File: src/verilog/cgps_pkg.sv
package cgps_pkg;

    // =========================================================
    // Control field codes
    // =========================================================
    localparam logic [1:0] SEL_LOOP     = 2'h0;
    localparam logic [1:0] SEL_INTERNAL = 2'h1;
    localparam logic [1:0] SEL_EXTERNAL = 2'h2;

    // Clock source status codes
    localparam logic [1:0] SRC_FLL      = 2'h0;
    localparam logic [1:0] SRC_INTERNAL = 2'h1;
    localparam logic [1:0] SRC_EXTERNAL = 2'h2;
    localparam logic [1:0] SRC_PLL      = 2'h3;

    // =========================================================
    // Divider and multiplier layout
    // =========================================================
    localparam int          REF_DIV_W       = 3;
    localparam int          VCO_W           = 4;
    localparam int          BUS_DIV_W       = 2;
    localparam int          FREQ_W          = 32;
    localparam int          SHIFT_W         = 4;
    // Extended divide adds a factor of 32 on the FLL path
    localparam logic [SHIFT_W-1:0] EXT_DIV_SHIFT = 4'h5;
    // Multiplier is four times the field value
    localparam int          VCO_STEP_SHIFT  = 2;
    // Bus clock is half the generator output
    localparam logic [SHIFT_W-1:0] BUS_CLK_SHIFT = 4'h1;
    // FLL output factor over its reference
    localparam int          FLL_FACTOR      = 512;

    // =========================================================
    // Timing
    // =========================================================
    localparam int CLK_PERIOD_NS   = 10;
    localparam int SWITCH_TIME_NS  = 50;
    localparam int LOCK_TIME_NS    = 1000;
    localparam int SWITCH_CYCLES   =
        (SWITCH_TIME_NS + CLK_PERIOD_NS - 1) / CLK_PERIOD_NS;
    localparam int LOCK_CYCLES     =
        (LOCK_TIME_NS + CLK_PERIOD_NS - 1) / CLK_PERIOD_NS;

    // =========================================================
    // Operating modes
    // =========================================================
    typedef enum logic [2:0] {
        CGPS_LOWPWR_BYP = 3'b000,
        CGPS_LOOP_BYP   = 3'b001,
        CGPS_LOOP_ENG   = 3'b010,
        CGPS_FLL_BYP    = 3'b011,
        CGPS_FLL_ENG    = 3'b100,
        CGPS_INT        = 3'b101
    } cgps_mode_t;

endpackage : cgps_pkg

File: src/verilog/cgps_settle.sv
`timescale 1ns/1ps

// Follows a target value only after it has held steady for CYCLES clocks
module cgps_settle
#(
    parameter int WIDTH  = 1,
    parameter int CYCLES = 5
)
(
    input  wire logic             ref_clk,
    input  wire logic             rst,
    input  wire logic [WIDTH-1:0] target,
    output logic      [WIDTH-1:0] current,
    output logic                  settled
);

    localparam int CNT_W = $clog2(CYCLES + 1);
    localparam logic [CNT_W-1:0] CNT_MAX = CNT_W'(CYCLES);

    logic [WIDTH-1:0] held;
    logic [CNT_W-1:0] count;

    wire changed = (target != held);
    wire done    = (count == CNT_MAX);

    if (WIDTH < 1 || CYCLES < 1)
    begin : g_bad_params
        $error("cgps_settle: bad parameters");
    end

    always_ff @(posedge ref_clk)
    begin
        if (rst)
        begin
            held    <= '0;
            count   <= '0;
            current <= '0;
            settled <= 1'b0;
        end
        else
        begin
            held    <= target;
            count   <= changed ? '0 : (done ? count : count + 1'b1);
            current <= (done && !changed) ? held : current;
            settled <= done && !changed;
        end
    end

endmodule : cgps_settle

File: src/verilog/cgps_sequencer.sv
`timescale 1ns/1ps

// Function
// - A set loop-source select chooses the PLL as loop source.
// - With reference divider 3 and extended divide select set, the division moves from 256 on the FLL to 8 on the PLL.
// - In bypassed low-power external mode the loop-source choice only prepares, the PLL drives nothing.
// - In a PLL mode the extended divide select has no effect on reference division.
// - VCO multiplier code 8 multiplies the PLL reference by 32.
// - The PLL is off in bypassed low-power mode; the multiplier acts once the PLL output feeds the generator, even if low-power select holds the PLL off.
// - Clearing low-power select in bypassed low-power mode with loop-source select set enters the PLL-bypassed external mode.
// - Loop-source status reads 1 once the PLL has settled as enabled (loop-source select set, low-power select clear).
// - Lock status is set when the PLL has acquired lock.
// - System clock select 0 picks the loop output as system clock, the PLL output when loop-source select is set.
// - Clock source status reads 3 while the PLL output feeds the generator output.
// - Output is reference over divider times multiplier over bus divider, bus clock is half of it.
// - System clock select 2 picks the external reference and status then reads 2.
// - A cleared loop-source select picks the FLL and the multiplier then has no effect.
module cgps_sequencer
    import cgps_pkg::*;
#(
    parameter int REF_KHZ = 8000
)
(
    input  wire logic                 ref_clk,
    input  wire logic                 rst,
    input  wire logic [1:0]           system_clock_select,
    input  wire logic                 low_power_select,
    input  wire logic                 loop_source_select,
    input  wire logic                 extended_divide_select,
    input  wire logic [REF_DIV_W-1:0] reference_divider,
    input  wire logic [VCO_W-1:0]     vco_multiplier,
    input  wire logic [BUS_DIV_W-1:0] bus_divider,
    output logic                      loop_source_status,
    output logic                      lock_status,
    output logic [1:0]                clock_source_status,
    output cgps_mode_t                mode,
    output logic                      pll_enable,
    output logic [FREQ_W-1:0]         ref_div_factor,
    output logic [FREQ_W-1:0]         vco_factor,
    output logic [FREQ_W-1:0]         generator_output_khz,
    output logic [FREQ_W-1:0]         bus_clock_khz
);

    if (REF_KHZ < 1 || REF_KHZ > 65535)
    begin : g_bad_ref
        $error("cgps_sequencer: REF_KHZ out of range");
    end

    // =========================================================
    // Mode decode
    // =========================================================
    cgps_mode_t next_mode;
    wire ext_sel  = (system_clock_select == SEL_EXTERNAL);
    wire loop_sel = (system_clock_select == SEL_LOOP);

    always_comb
    begin
        next_mode = CGPS_INT;
        if (ext_sel)
        begin
            if (low_power_select)
                next_mode = CGPS_LOWPWR_BYP;
            else if (loop_source_select)
                next_mode = CGPS_LOOP_BYP;
            else
                next_mode = CGPS_FLL_BYP;
        end
        else if (loop_sel)
        begin
            next_mode = loop_source_select ? CGPS_LOOP_ENG : CGPS_FLL_ENG;
        end
    end

    // =========================================================
    // Loop and status targets
    // =========================================================
    // no PLL drive
    wire next_pll_en   = loop_source_select && !low_power_select;
    wire pll_mode      = loop_source_select;
    wire lock_req      = next_pll_en;

    logic [1:0] clk_target;
    always_comb
    begin
        unique case (system_clock_select)
            SEL_LOOP:
                clk_target = loop_source_select ? SRC_PLL : SRC_FLL;
            SEL_INTERNAL:
                clk_target = SRC_INTERNAL;
            default:
                clk_target = SRC_EXTERNAL;
        endcase
    end

    // =========================================================
    // Status settling
    // =========================================================
    logic       loop_now;
    logic       lock_settled;
    logic [1:0] clk_now;
    logic [REF_DIV_W+VCO_W:0] lock_key;
    assign lock_key = {lock_req, reference_divider, vco_multiplier};

    cgps_settle #(.WIDTH(1), .CYCLES(SWITCH_CYCLES)) u_loop
    (
        .ref_clk (ref_clk),
        .rst     (rst),
        .target  (next_pll_en),
        .current (loop_now),
        .settled ()
    );

    cgps_settle #(.WIDTH(REF_DIV_W+VCO_W+1), .CYCLES(LOCK_CYCLES)) u_lock
    (
        .ref_clk (ref_clk),
        .rst     (rst),
        .target  (lock_key),
        .current (),
        .settled (lock_settled)
    );

    cgps_settle #(.WIDTH(2), .CYCLES(SWITCH_CYCLES)) u_clk
    (
        .ref_clk (ref_clk),
        .rst     (rst),
        .target  (clk_target),
        .current (clk_now),
        .settled ()
    );

    // =========================================================
    // Frequency path
    // =========================================================
    // divider by loop
    wire [SHIFT_W-1:0] base_shift = SHIFT_W'(reference_divider);
    wire [SHIFT_W-1:0] ref_shift  =
        (!pll_mode && extended_divide_select)
            ? base_shift + EXT_DIV_SHIFT : base_shift;
    wire [FREQ_W-1:0] next_ref_div = FREQ_W'(1) << ref_shift;

    wire [FREQ_W-1:0] next_vco =
        FREQ_W'(vco_multiplier) << VCO_STEP_SHIFT;

    wire [FREQ_W-1:0] ref_khz_w  = FREQ_W'(REF_KHZ);
    wire [FREQ_W-1:0] loop_ref   = ref_khz_w >> ref_shift;
    wire [FREQ_W-1:0] pll_out    = loop_ref * next_vco;
    wire [FREQ_W-1:0] fll_out    = loop_ref * FREQ_W'(FLL_FACTOR);

    // Output follows the source that really feeds it
    logic [FREQ_W-1:0] src_khz;
    always_comb
    begin
        unique case (clk_now)
            SRC_PLL:      src_khz = pll_out;
            SRC_FLL:      src_khz = fll_out;
            SRC_EXTERNAL: src_khz = ref_khz_w;
            default:        src_khz = '0;
        endcase
    end

    wire [FREQ_W-1:0] next_gen_out = src_khz >> bus_divider;
    wire [FREQ_W-1:0] next_bus_clk = next_gen_out >> BUS_CLK_SHIFT;

    // =========================================================
    // Output registers
    // =========================================================
    always_ff @(posedge ref_clk)
    begin
        if (rst)
        begin
            mode                 <= CGPS_INT;
            pll_enable           <= 1'b0;
            loop_source_status   <= 1'b0;
            lock_status          <= 1'b0;
            clock_source_status  <= SRC_FLL;
            ref_div_factor       <= '0;
            vco_factor           <= '0;
            generator_output_khz <= '0;
            bus_clock_khz        <= '0;
        end
        else
        begin
            mode                 <= next_mode;
            pll_enable           <= next_pll_en;
            loop_source_status   <= loop_now;
            // Stale settle from a loop-off key must not show
            lock_status          <= lock_settled && lock_req && pll_enable;
            clock_source_status  <= clk_now;
            ref_div_factor       <= next_ref_div;
            vco_factor           <= next_vco;
            generator_output_khz <= next_gen_out;
            bus_clock_khz        <= next_bus_clk;
        end
    end

endmodule : cgps_sequencer

File: config.mk
export PLATFORM = sky130hd
export DESIGN_NAME = cgps_sequencer
export DESIGN_NICKNAME = d
export VERILOG_FILES = /design/src/verilog/cgps_pkg.sv /design/src/verilog/cgps_settle.sv /design/src/verilog/cgps_sequencer.sv
export SDC_FILE = /design/constraint.sdc
export NUM_CORES = 1
export LEC_CHECK = 0
export ABC_AREA = 1
export ABC_CLOCK_PERIOD_IN_PS = 12460
export BUFFER_PORTS_ARGS = -buffer_cell sky130_fd_sc_hd__buf_4
export CAP_MARGIN = 20
export CORE_MARGIN = 3
export CORE_UTILIZATION = 58
export CTS_CLUSTER_DIAMETER = 50
export DETAILED_ROUTE_END_ITERATION = 6
export PLACE_DENSITY = 0.88
export RECOVER_POWER = 100
export SETUP_SLACK_MARGIN = 0.2
export SLEW_MARGIN = 20
export SYNTH_ARGS = -nofsm -noshare
export SYNTH_HDL_FRONTEND = slang
export SYNTH_SLANG_ARGS = --single-unit
File: constraint.sdc
create_clock -name ref_clk -period 12.46 [get_ports ref_clk]
set_input_delay 3.738 -clock ref_clk [delete_from_list [all_inputs] [get_ports ref_clk]]
set_output_delay 3.738 -clock ref_clk [all_outputs]
set_load 0.02 [all_outputs]
==> reports/summary.txt, run 1 <==
Netlist cell types: 37
Via count: 5053
Min-Delay Path Depth: 2
Wire per inst: 12.1 um
Clock Sinks: 72
Worst Path Arrival: 8.25 ns
Post-synthesis register bit count: 72
Core region area: 0.00933 mm^2
Crit end category: flip-flop
Row count: 35
Post-CTS Resized: 0
Area Growth Syn to Fin: 4.13%
Setup Buffers After CTS: 0
Fin. Hold Viols: 0
Layout Cells excl Fill: 1013
Critical path's most frequent cell: nand2_1
TNS Setup: 0 ns
DRC: 0
NumNets Final: 946
GRT Overall Usage: 0.232
Top Family by Delay on Critical Path: simple AND/OR/NAND/NOR gates
Diodes inserted: 0
RSZ-0062 raised after global routing: false
Minimum clock period: 8.02 ns
Post-DR vias/cell: 4.99
Max incr delay on CP: 0.56 ns
Dpl hpwl: 10000 um
Crit. path cell count: 24
Worst-Skew Late Latency: 0.34 ns
Top FF cell, synth: dfxtp_1
Depth of the most critical reg-to-reg path: 5
Yosys warns: 0
Headroom to the max-slew limit: 0.354
I/O pin cnt: 152
Clk slew on worst S/H paths: 0.08 ns
Ys async rst share: 0
Initial antenna violation count: 0
Inst Count DP: 998
Mapped cell area: 0.00560 mm^2
Peak supply drop: 0.0503 mV
Worst slack at placement: 4.70 ns
Critical path required time: 12.69 ns
Static leakage: 2.99 nW
Final Max Tran Viols: 0
Starting DRT DRC Count: 482
Cell Pwr Density: 127 mW/mm^2
Post-Route WL: 12300 um
Gr busiest metal: met2
Avg Cell Area, Syn: 6.81 um^2
Fin crit share: 0.644
GR Util met2: 0.372
Post-Synthesis Cells: 823
Number of global-route vias before repair: 4476
Initial Util: 0.601
Die height: 104 um
Critical path class: in2reg
Layout cells sized above 1: 0.0407
Critical path fanouts, max: 8
Num CTS Buffers: 9
Clock buffer depth: 2
EDFF count, synth: 0
Sequential area share after synthesis: 0.257
HP Class: reg2reg
Setup Viol. Count Final: 0
Port bufs: 86
CP Launch Type: input port
Die Footprint: 0.0109 mm^2
Htree depth: 3
Router iterations before antenna repair: 5
Hold-fix buffers at CTS: 0
Worst path cell trace: clkbuf_1 > inv_1 > nand2_1 > o21ai_0 > nand2_2 > inv_1 > nand2_1 > nand2_1 > and2_0 > nand2_1 > fa_1 > fa_1 > inv_1 > ha_1 > nand2_1 > nor2_1 > and2_0 > nand2_1 > nand2_1 > nand2_1 > nand3_1 > nand3_1 > nand3_1 > nand2_1
GRT overflow: 0
DIE WIDTH: 104 um
Measured slew at the worst slew-check pin: 0.965 ns
Largest net degree at the start of global routing: 22
Skew final: 0.00410 ns
Met3 Track Usage GR: 0.0571
MaxCap Viol Count: 0
Global-route wire length before repair: 20900 um
Routability cong.: 0.941
Fmax: 0.125 GHz
CP max stage cell: o21ai_0
Status: finished, final reports clean
Setup slack after layout: 4.44 ns
Met1 Usage GRT: 0.308
DRT antenna net count: 0
Clock root cell: clkbuf_8
Worst path bufs/invs: 4
CTS tree: done
-- tightest hold or removal path: cells and delay by family (launching register included) --
family / cells / cell delay [ns]
simple gates: 1 / 0.04
buf+inv: 1 / 0.06
flops: 1 / 0.30
-- placed cells by master (no fill, tap or decap), types with 2 or more instances in the layout --
master,netlist,layout
xor2_1,7,7
bufinv_16,0,2
nand2_1,187,189
ha_1,28,28
a21oi_1,24,24
clkinv_1,2,2
nand2_2,3,2
or2_2,2,2
dfxtp_1,72,72
buf_4,90,12
clkbuf_8,0,9
o21ai_0,15,17
conb_1,1,65
nand2_4,3,2
inv_1,113,115
and2_0,0,2
o21a_1,2,2
nand3_1,87,87
o211ai_1,3,3
clkbuf_1,7,75
nor2_1,101,101
nand4_1,13,13
a31oi_1,2,2
and2_1,4,2
xnor2_1,9,9
o22ai_1,3,3
nand3b_1,3,3
fa_1,22,22
-- metrics by stage --
step                      power, mW  instance area, um^2  utilization  hold slack (ns)
after floorplan               0.501                 5840            -            0.410
after global placement        0.550                 5920        0.634            0.423
after detailed placement      0.553                 5920        0.634            0.422
after CTS                     0.748                 6130        0.657            0.433
after global routing          0.797                 5830        0.625            0.450
final                         0.741                 5830        0.625            0.433
-- worst paths after layout --
check,startpoint,end,slack (ns)
hold reg to reg,u_loop.current,loop_source_status,0.43
setup / recovery,loop_source_select,generator_output_khz[16],4.44
setup reg to reg,u_clk.current[1],generator_output_khz[18],10.70
hold / removal,u_loop.current,loop_source_status,0.43
-- per-layer routing --
layer | up-vias | share of wire
met4 | 0 | 0.022
met5 | - | 0
met3 | 22 | 0.10
met2 | 281 | 0.45
li1 | 2516 | -
met1 | 2234 | 0.43
-- kinds of logic (layout without fill, tap and decap cells) --
logic type	count (synthesis)	after routing	share of synthesized area
xor gates and xnor gates	16	16	0.0250
DFF	72	72	0.257
other	1	65	0.000669
AOI/OAI and AO/OA	55	55	0.0565
adders and majority gates	50	50	0.141
and+or+nand+nor	407	407	0.310
buffers and inverters	222	219	0.210
-- synthesized netlist by cell type, types with 7 or more instances --
cell        n  area share
inv_1     113       0.076
dfxtp_1    72        0.26
xor2_1      7       0.011
clkbuf_1    7      0.0047
nor2_1    101       0.068
a21oi_1    24       0.021
nand3_1    87       0.078
fa_1       22       0.079
nand2_1   187        0.13
o21ai_0    15       0.013
ha_1       28       0.063
xnor2_1     9       0.014
buf_4      90        0.12
nand4_1    13       0.015
-- flip-flops by register name, summed over array words and instances (netlist names) --
register / cells
u_loop.current: 1
lock_status: 1
vco_factor: 3
u_lock.count: 7
loop_source_status: 1
u_clk.count: 3
u_loop.held: 1
generator_output_khz: 22
u_lock.held: 4
ref_div_factor: 16
u_clk.current: 2
u_clk.held: 2
u_lock.settled: 1
mode: 3
u_loop.count: 3
clock_source_status: 2
-- area by class of cell --
type	count	area [um^2]
clock buffers	10	128
flip-flops and latches	72	1440
fillers	908	3490
multi-input cells	593	3210
repair buffers	86	368
well taps	129	161
inverters	118	443
clock inverters	5	81.3
-- report_power, final --
group | leakage (nW) | internal, mW | switching, mW
sequential | 0.588 | 0.240 | 0.00457
clock | 0.103 | 0.112 | 0.0860
combinational | 2.30 | 0.0922 | 0.206
(Power assumes the default switching activity.)
==> run 2: changes to the inputs <==
--- a/config.mk
+++ b/config.mk
@@ -5,15 +5,15 @@
 export SDC_FILE = /design/constraint.sdc
 export NUM_CORES = 1
 export LEC_CHECK = 0
-export ABC_AREA = 1
-export ABC_CLOCK_PERIOD_IN_PS = 12460
+export ABC_AREA = 0
+export ABC_CLOCK_PERIOD_IN_PS = 7500
 export BUFFER_PORTS_ARGS = -buffer_cell sky130_fd_sc_hd__buf_4
 export CAP_MARGIN = 20
 export CORE_MARGIN = 3
-export CORE_UTILIZATION = 58
+export CORE_UTILIZATION = 55
 export CTS_CLUSTER_DIAMETER = 50
 export DETAILED_ROUTE_END_ITERATION = 6
-export PLACE_DENSITY = 0.88
+export PLACE_DENSITY = 0.83
 export RECOVER_POWER = 100
 export SETUP_SLACK_MARGIN = 0.2
 export SLEW_MARGIN = 20
==> constraint.sdc (replaced) <==
create_clock -name ref_clk -period 7.5 [get_ports ref_clk]
set_input_delay 2.25 -clock ref_clk [delete_from_list [all_inputs] [get_ports ref_clk]]
set_output_delay 2.25 -clock ref_clk [all_outputs]
set_load 0.02 [all_outputs]
==> reports/summary.txt, run 2 <==
Worst hold start: u_lock.settled
Global-route wire length before repair: 24500 um
RSZ-0062 raised after global routing: false
Worst path bufs/invs: 1
Worst Path Arrival: 7.34 ns
Commonest non-fill, non-tap cells in the layout: 77 x nor2_1, 75 x clkbuf_1, 72 x dfxtp_1
Fmax: 0.141 GHz
Post-Route WL: 14900 um
Die height: 111 um
Area fraction of the dominant cell type after synthesis: 0.239
Row count: 37
Yosys warns: 0
Worst-Skew Late Latency: 0.34 ns
Skew final: 0.0155 ns
Status: finished, final reports clean
Headroom to the max-slew limit: 0.0326
Largest cells by area after synthesis: dfxtp_1 24%, buf_4 11%, fa_1 7.3%
CP Launch Type: input port
Post-DR vias/cell: 5.62
Inst Count DP: 927
Largest register FFs: 22
Critical path fanouts, max: 15
Max incr delay on CP: 0.56 ns
Worst Hold Slack: 0.460 ns
Core region area: 0.0105 mm^2
Synth area leader: dfxtp_1
Dpl hpwl: 11500 um
FF-to-FF Start: u_clk.current[0]
Top FF cell, synth: dfxtp_1
Num CTS Buffers: 9
Setup Buffers After CTS: 0
Crit end category: flip-flop
Port bufs: 86
Fin. Hold Viols: 0
Critical path's most frequent cell: fa_1
Synth top cells by count: 92 x buf_4, 77 x nor2_1, 72 x dfxtp_1
Ys async rst share: 0
Avg Cell Area, Syn: 7.94 um^2
Diodes inserted: 0
Number of global-route vias before repair: 4927
Setup Viol. Count Final: 0
Final Max Tran Viols: 0
GRT Overall Usage: 0.237
Fin crit share: 0.942
Largest regs: generator_output_khz (22), ref_div_factor (16), u_lock.count (7)
Biggest register: generator_output_khz
Critical path required time: 7.77 ns
DRC: 0
Cell Pwr Density: 188 mW/mm^2
Post-synthesis register bit count: 72
DIE WIDTH: 111 um
Netlist cell types: 69
Top Family by Delay on Critical Path: compound AO/OA/AOI/OAI gates
DRT antenna net count: 0
CP max stage cell: nand2b_1
Static leakage: 2.62 nW
Starting DRT DRC Count: 501
MaxCap Viol Count: 0
Initial Util: 0.574
Area Growth Syn to Fin: 2.03%
Crit. Startpoint: loop_source_select
CTS tree: done
Layout cells sized above 1: 0.0694
Measured slew at the worst slew-check pin: 1.45 ns
Mapped cell area: 0.00603 mm^2
Clock root cell: clkbuf_8
Commonest non-fill, non-tap cell in the layout: nor2_1
Largest net degree at the start of global routing: 31
Sequential area share after synthesis: 0.239
Peak supply drop: 0.143 mV
Initial antenna violation count: 0
GRT overflow: 0
Layout Cells excl Fill: 943
HP Class: reg2reg
Worst path cell trace: clkbuf_1 > nand2b_1 > nand3_1 > nor2_1 > or2_1 > nand2_1 > fa_1 > fa_1 > fa_1 > nand2b_1 > a21oi_1 > o2111ai_1 > a2111oi_1 > a21oi_1 > a311o_1 > o21ai_1
Post-Synthesis Cells: 760
Htree depth: 3
Routability cong.: 0.988
Via count: 5304
Critical path class: in2reg
Most common cell in the netlist: buf_4
EDFF count, synth: 0
Minimum clock period: 7.07 ns
Clock Sinks: 72
Clock buffer depth: 2
Wire per inst: 15.8 um
I/O pin cnt: 152
Die Footprint: 0.0123 mm^2
Router iterations before antenna repair: 5
NumNets Final: 868
Clk slew on worst S/H paths: 0.07 ns
## run 2: cell count changes in the layout (fill, tap and decap cells not counted), sizes merged, moves of 9 or more
cell    change
nand2     -127
o21ai      +15
and3       +10
inv        -65
a211oi     +14
nor2       -25
and2       +12
a21oi      +20
nor2b      +20
nand3      -69
a21o        +9
nor3       +17
## run 2: worst paths after layout
path / end / slack, ns / depth (start not counted)
worst max-delay path: generator_output_khz[13] / 0.43 / 16
worst min register to register: lock_status / 0.46 / 1
worst max register to register: generator_output_khz[11] / 5.07 / 7
worst min-delay path: lock_status / 0.46 / 1
## run 2: area by class of cell
type	count	area (um^2)
clock buffers	10	128
clock inverters	6	43.8
fillers	1030	4350
inverters	53	199
multi-input cells	575	3770
flip-flops and latches	72	1440
well taps	136	170
repair buffers	91	405
## run 2: per-layer routing
| layer | GRT usage | wire, um | vias up |
|---|---|---|---|
| met5 | 0 | 0 | - |
| li1 | - | - | 2523 |
| met3 | 0.0388 | 1260 | 50 |
| met1 | 0.310 | 5990 | 2447 |
| met2 | 0.391 | 7190 | 284 |
| met4 | 0.0920 | 470 | 0 |
## run 2: repair_timing
action,in CTS,in global routing
hold buffers,0,0
gates resized for setup,0,5
endpoints found under the setup margin,0,10
endpoints found under the hold margin,0,0
## run 2: logic make-up (layout without fill, tap and decap cells)
kind of cell    count (synthesis)  count (layout)  share of synthesized area
compound gates                162             162                      0.182
xor+xnor                       25              25                     0.0363
fa+ha+maj                      50              50                      0.131
buf+inv                       177             160                      0.179
flops                          72              72                      0.239
mux                            15              15                     0.0265
other cells                     1              65                   0.000622
simple gates                  258             258                      0.205
## run 2: worst reg2reg max path, cell delays in order (launching register included)
cell,delay [ns]
dfxtp_1,0.68
nand2_1,0.35
or3_1,0.39
o221a_1,0.23
o211ai_1,0.14
a21oi_1,0.08
mux2_1,0.34
o22ai_1,0.14
## run 2: where the power goes
| part | internal (mW) | switching [mW] | total, mW |
|---|---|---|---|
| clock | 0.121 | 0.151 | 0.273 |
| sequential | 0.395 | 0.00746 | 0.403 |
| combinational | 0.167 | 0.313 | 0.480 |
| total | 0.683 | 0.472 | 1.16 |
## run 2: per-stage QoR
step           setup TNS, ns  setup WS, ns  cell area (um^2)  utilization  total power, mW
4_1_cts                    0         0.224              6410        0.610             1.16
5_1_grt                    0        0.0720              6160        0.586             1.23
6_report                   0         0.431              6160        0.586             1.16
3_5_place_dp          -0.120       -0.0923              6240        0.594            0.894
3_3_place_gp          -0.194        -0.132              6240        0.594            0.885
2_1_floorplan              0         0.976              6270            -            0.821
==> run 3: changes to the inputs <==
--- a/config.mk
+++ b/config.mk
@@ -13,10 +13,11 @@
 export CORE_UTILIZATION = 55
 export CTS_CLUSTER_DIAMETER = 50
 export DETAILED_ROUTE_END_ITERATION = 6
-export PLACE_DENSITY = 0.83
+export PLACE_DENSITY = 0.79
 export RECOVER_POWER = 100
 export SETUP_SLACK_MARGIN = 0.2
 export SLEW_MARGIN = 20
 export SYNTH_ARGS = -nofsm -noshare
 export SYNTH_HDL_FRONTEND = slang
 export SYNTH_SLANG_ARGS = --single-unit
+export TNS_END_PERCENT = 30
==> reports/summary.txt, run 3 (synthesis results as in run 2) <==
Post-Route WL: 15100 um
Setup Viol. Count Final: 0
Worst-Skew Late Latency: 0.36 ns
Routability cong.: 0.961
Core region area: 0.0105 mm^2
Critical path required time: 7.75 ns
MaxCap Viol Count: 0
Worst Path Arrival: 7.20 ns
Switch share: 0.408
Inst Count DP: 931
Biggest register: generator_output_khz
HP Class: reg2reg
Wire per inst: 15.9 um
Global-route wire length before repair: 24200 um
DRT antenna net count: 0
Row count: 37
Minimum clock period: 6.95 ns
Number of global-route vias before repair: 4754
Fin. Hold Viols: 0
Layout Cells excl Fill: 947
Largest net degree at the start of global routing: 31
Clock Sinks: 72
Fin crit share: 0.927
Clock buffer depth: 2
Htree depth: 3
Status: finished, final reports clean
Commonest non-fill, non-tap cells in the layout: 77 x nor2_1, 77 x clkbuf_1, 72 x dfxtp_1
Dpl hpwl: 11900 um
Hold-fix buffers at CTS: 0
Initial Util: 0.574
TNS Setup: 0 ns
Worst path cell trace: buf_4 > ha_1 > nor2b_1 > a21oi_1 > a2bb2oi_1 > o21ai_1 > nand2_1 > fa_1 > fa_1 > inv_1 > ha_1 > a211oi_1 > o21ai_2 > a211o_1 > a31oi_2 > xnor2_1 > a211o_1 > a32o_1
Worst path bufs/invs: 2
Starting DRT DRC Count: 372
Initial antenna violation count: 0
Final Max Tran Viols: 0
NumNets Final: 872
Port bufs: 86
Skew final: 0.0134 ns
Max incr delay on CP: 0.61 ns
GRT overflow: 0
Critical path fanouts, max: 15
Clk slew on worst S/H paths: 0.08 ns
Worst Hold Slack: 0.480 ns
Area Growth Syn to Fin: 1.99%
Layout cells sized above 1: 0.0666
GRT Overall Usage: 0.237
CP max stage cell: fa_1
I/O pin cnt: 152
Peak supply drop: 0.105 mV
Static leakage: 2.63 nW
Die height: 111 um
Num CTS Buffers: 9
Cell Pwr Density: 188 mW/mm^2
Via count: 5279
Final core utilization: 0.586
Gate power share: 0.415
Largest register FFs: 22
RSZ-0062 raised after global routing: false
DRC: 0
Die Footprint: 0.0123 mm^2
Clock share of power: 0.236
Setup Buffers After CTS: 0
Clock root cell: clkbuf_8
Crit end category: flip-flop
Diodes inserted: 0
Top Family by Delay on Critical Path: compound AO/OA/AOI/OAI gates
CTS tree: done
Largest regs: generator_output_khz (22), ref_div_factor (16), u_lock.count (7)
P_int: 683 uW
DIE WIDTH: 111 um
CP Launch Type: input port
NetSw: 472 uW
Measured slew at the worst slew-check pin: 1.38 ns
Fmax: 0.144 GHz
Post-DR vias/cell: 5.57
Critical path class: in2reg
Router iterations before antenna repair: 5
Headroom to the max-slew limit: 0.0783
Flop pwr share: 0.349
Post-CTS Resized: 0
==> run 3: power groups by stage <==
stage / Sequential [mW] / Clock [mW] / Combinational (mW)
finish: 0.403 / 0.273 / 0.479
floorplan: 0.422 / 0 / 0.399
CTS: 0.404 / 0.278 / 0.488
global placement: 0.412 / 0 / 0.479
detailed placement: 0.413 / 0 / 0.485
global route: 0.405 / 0.291 / 0.532
==> run 3: final timing paths <==
path	cells past startpoint	end	slack (ns)	startpoint
worst max-delay path	18	generator_output_khz[15]	0.55	reference_divider[0]
worst min register to register	2	u_loop.current	0.48	u_loop.current
worst max register to register	7	generator_output_khz[11]	5.03	u_clk.current[1]
worst min-delay path	2	u_loop.current	0.48	u_loop.current
==> run 3: per-stage QoR <==
| stage | instance area (um^2) | worst slack, ns | power [mW] |
|---|---|---|---|
| after floorplan | 6270 | 0.976 | 0.821 |
| after global placement | 6270 | 0.220 | 0.891 |
| after detailed placement | 6270 | 0.291 | 0.897 |
| after CTS | 6440 | 0.621 | 1.17 |
| after global routing | 6150 | 0.147 | 1.23 |
| final | 6150 | 0.545 | 1.16 |
==> run 3: cell type report <==
| cell class | instances | area, um^2 |
|---|---|---|
| fillers | 1038 | 4360 |
| multi-input cells | 575 | 3740 |
| flip-flops and latches | 72 | 1440 |
| repair buffers | 95 | 428 |
| inverters | 53 | 199 |
| well taps | 136 | 170 |
| clock buffers | 10 | 128 |
| clock inverters | 6 | 43.8 |
==> run 3: metal layers <==
metal	track usage	routed length (um)	vias to the layer above
li1	-	-	2527
met1	0.326	6540	2474
met2	0.375	6930	254
met3	0.0453	1270	24
met4	0.0813	316	0
met5	0	0	-
==> run 3: tightest hold or removal path, delay by kind of cell, from the launching register on <==
kind,cells,cell delay [ns]
AOI/OAI and AO/OA,1,0.05
DFF,1,0.33
and+or+nand+nor,1,0.06
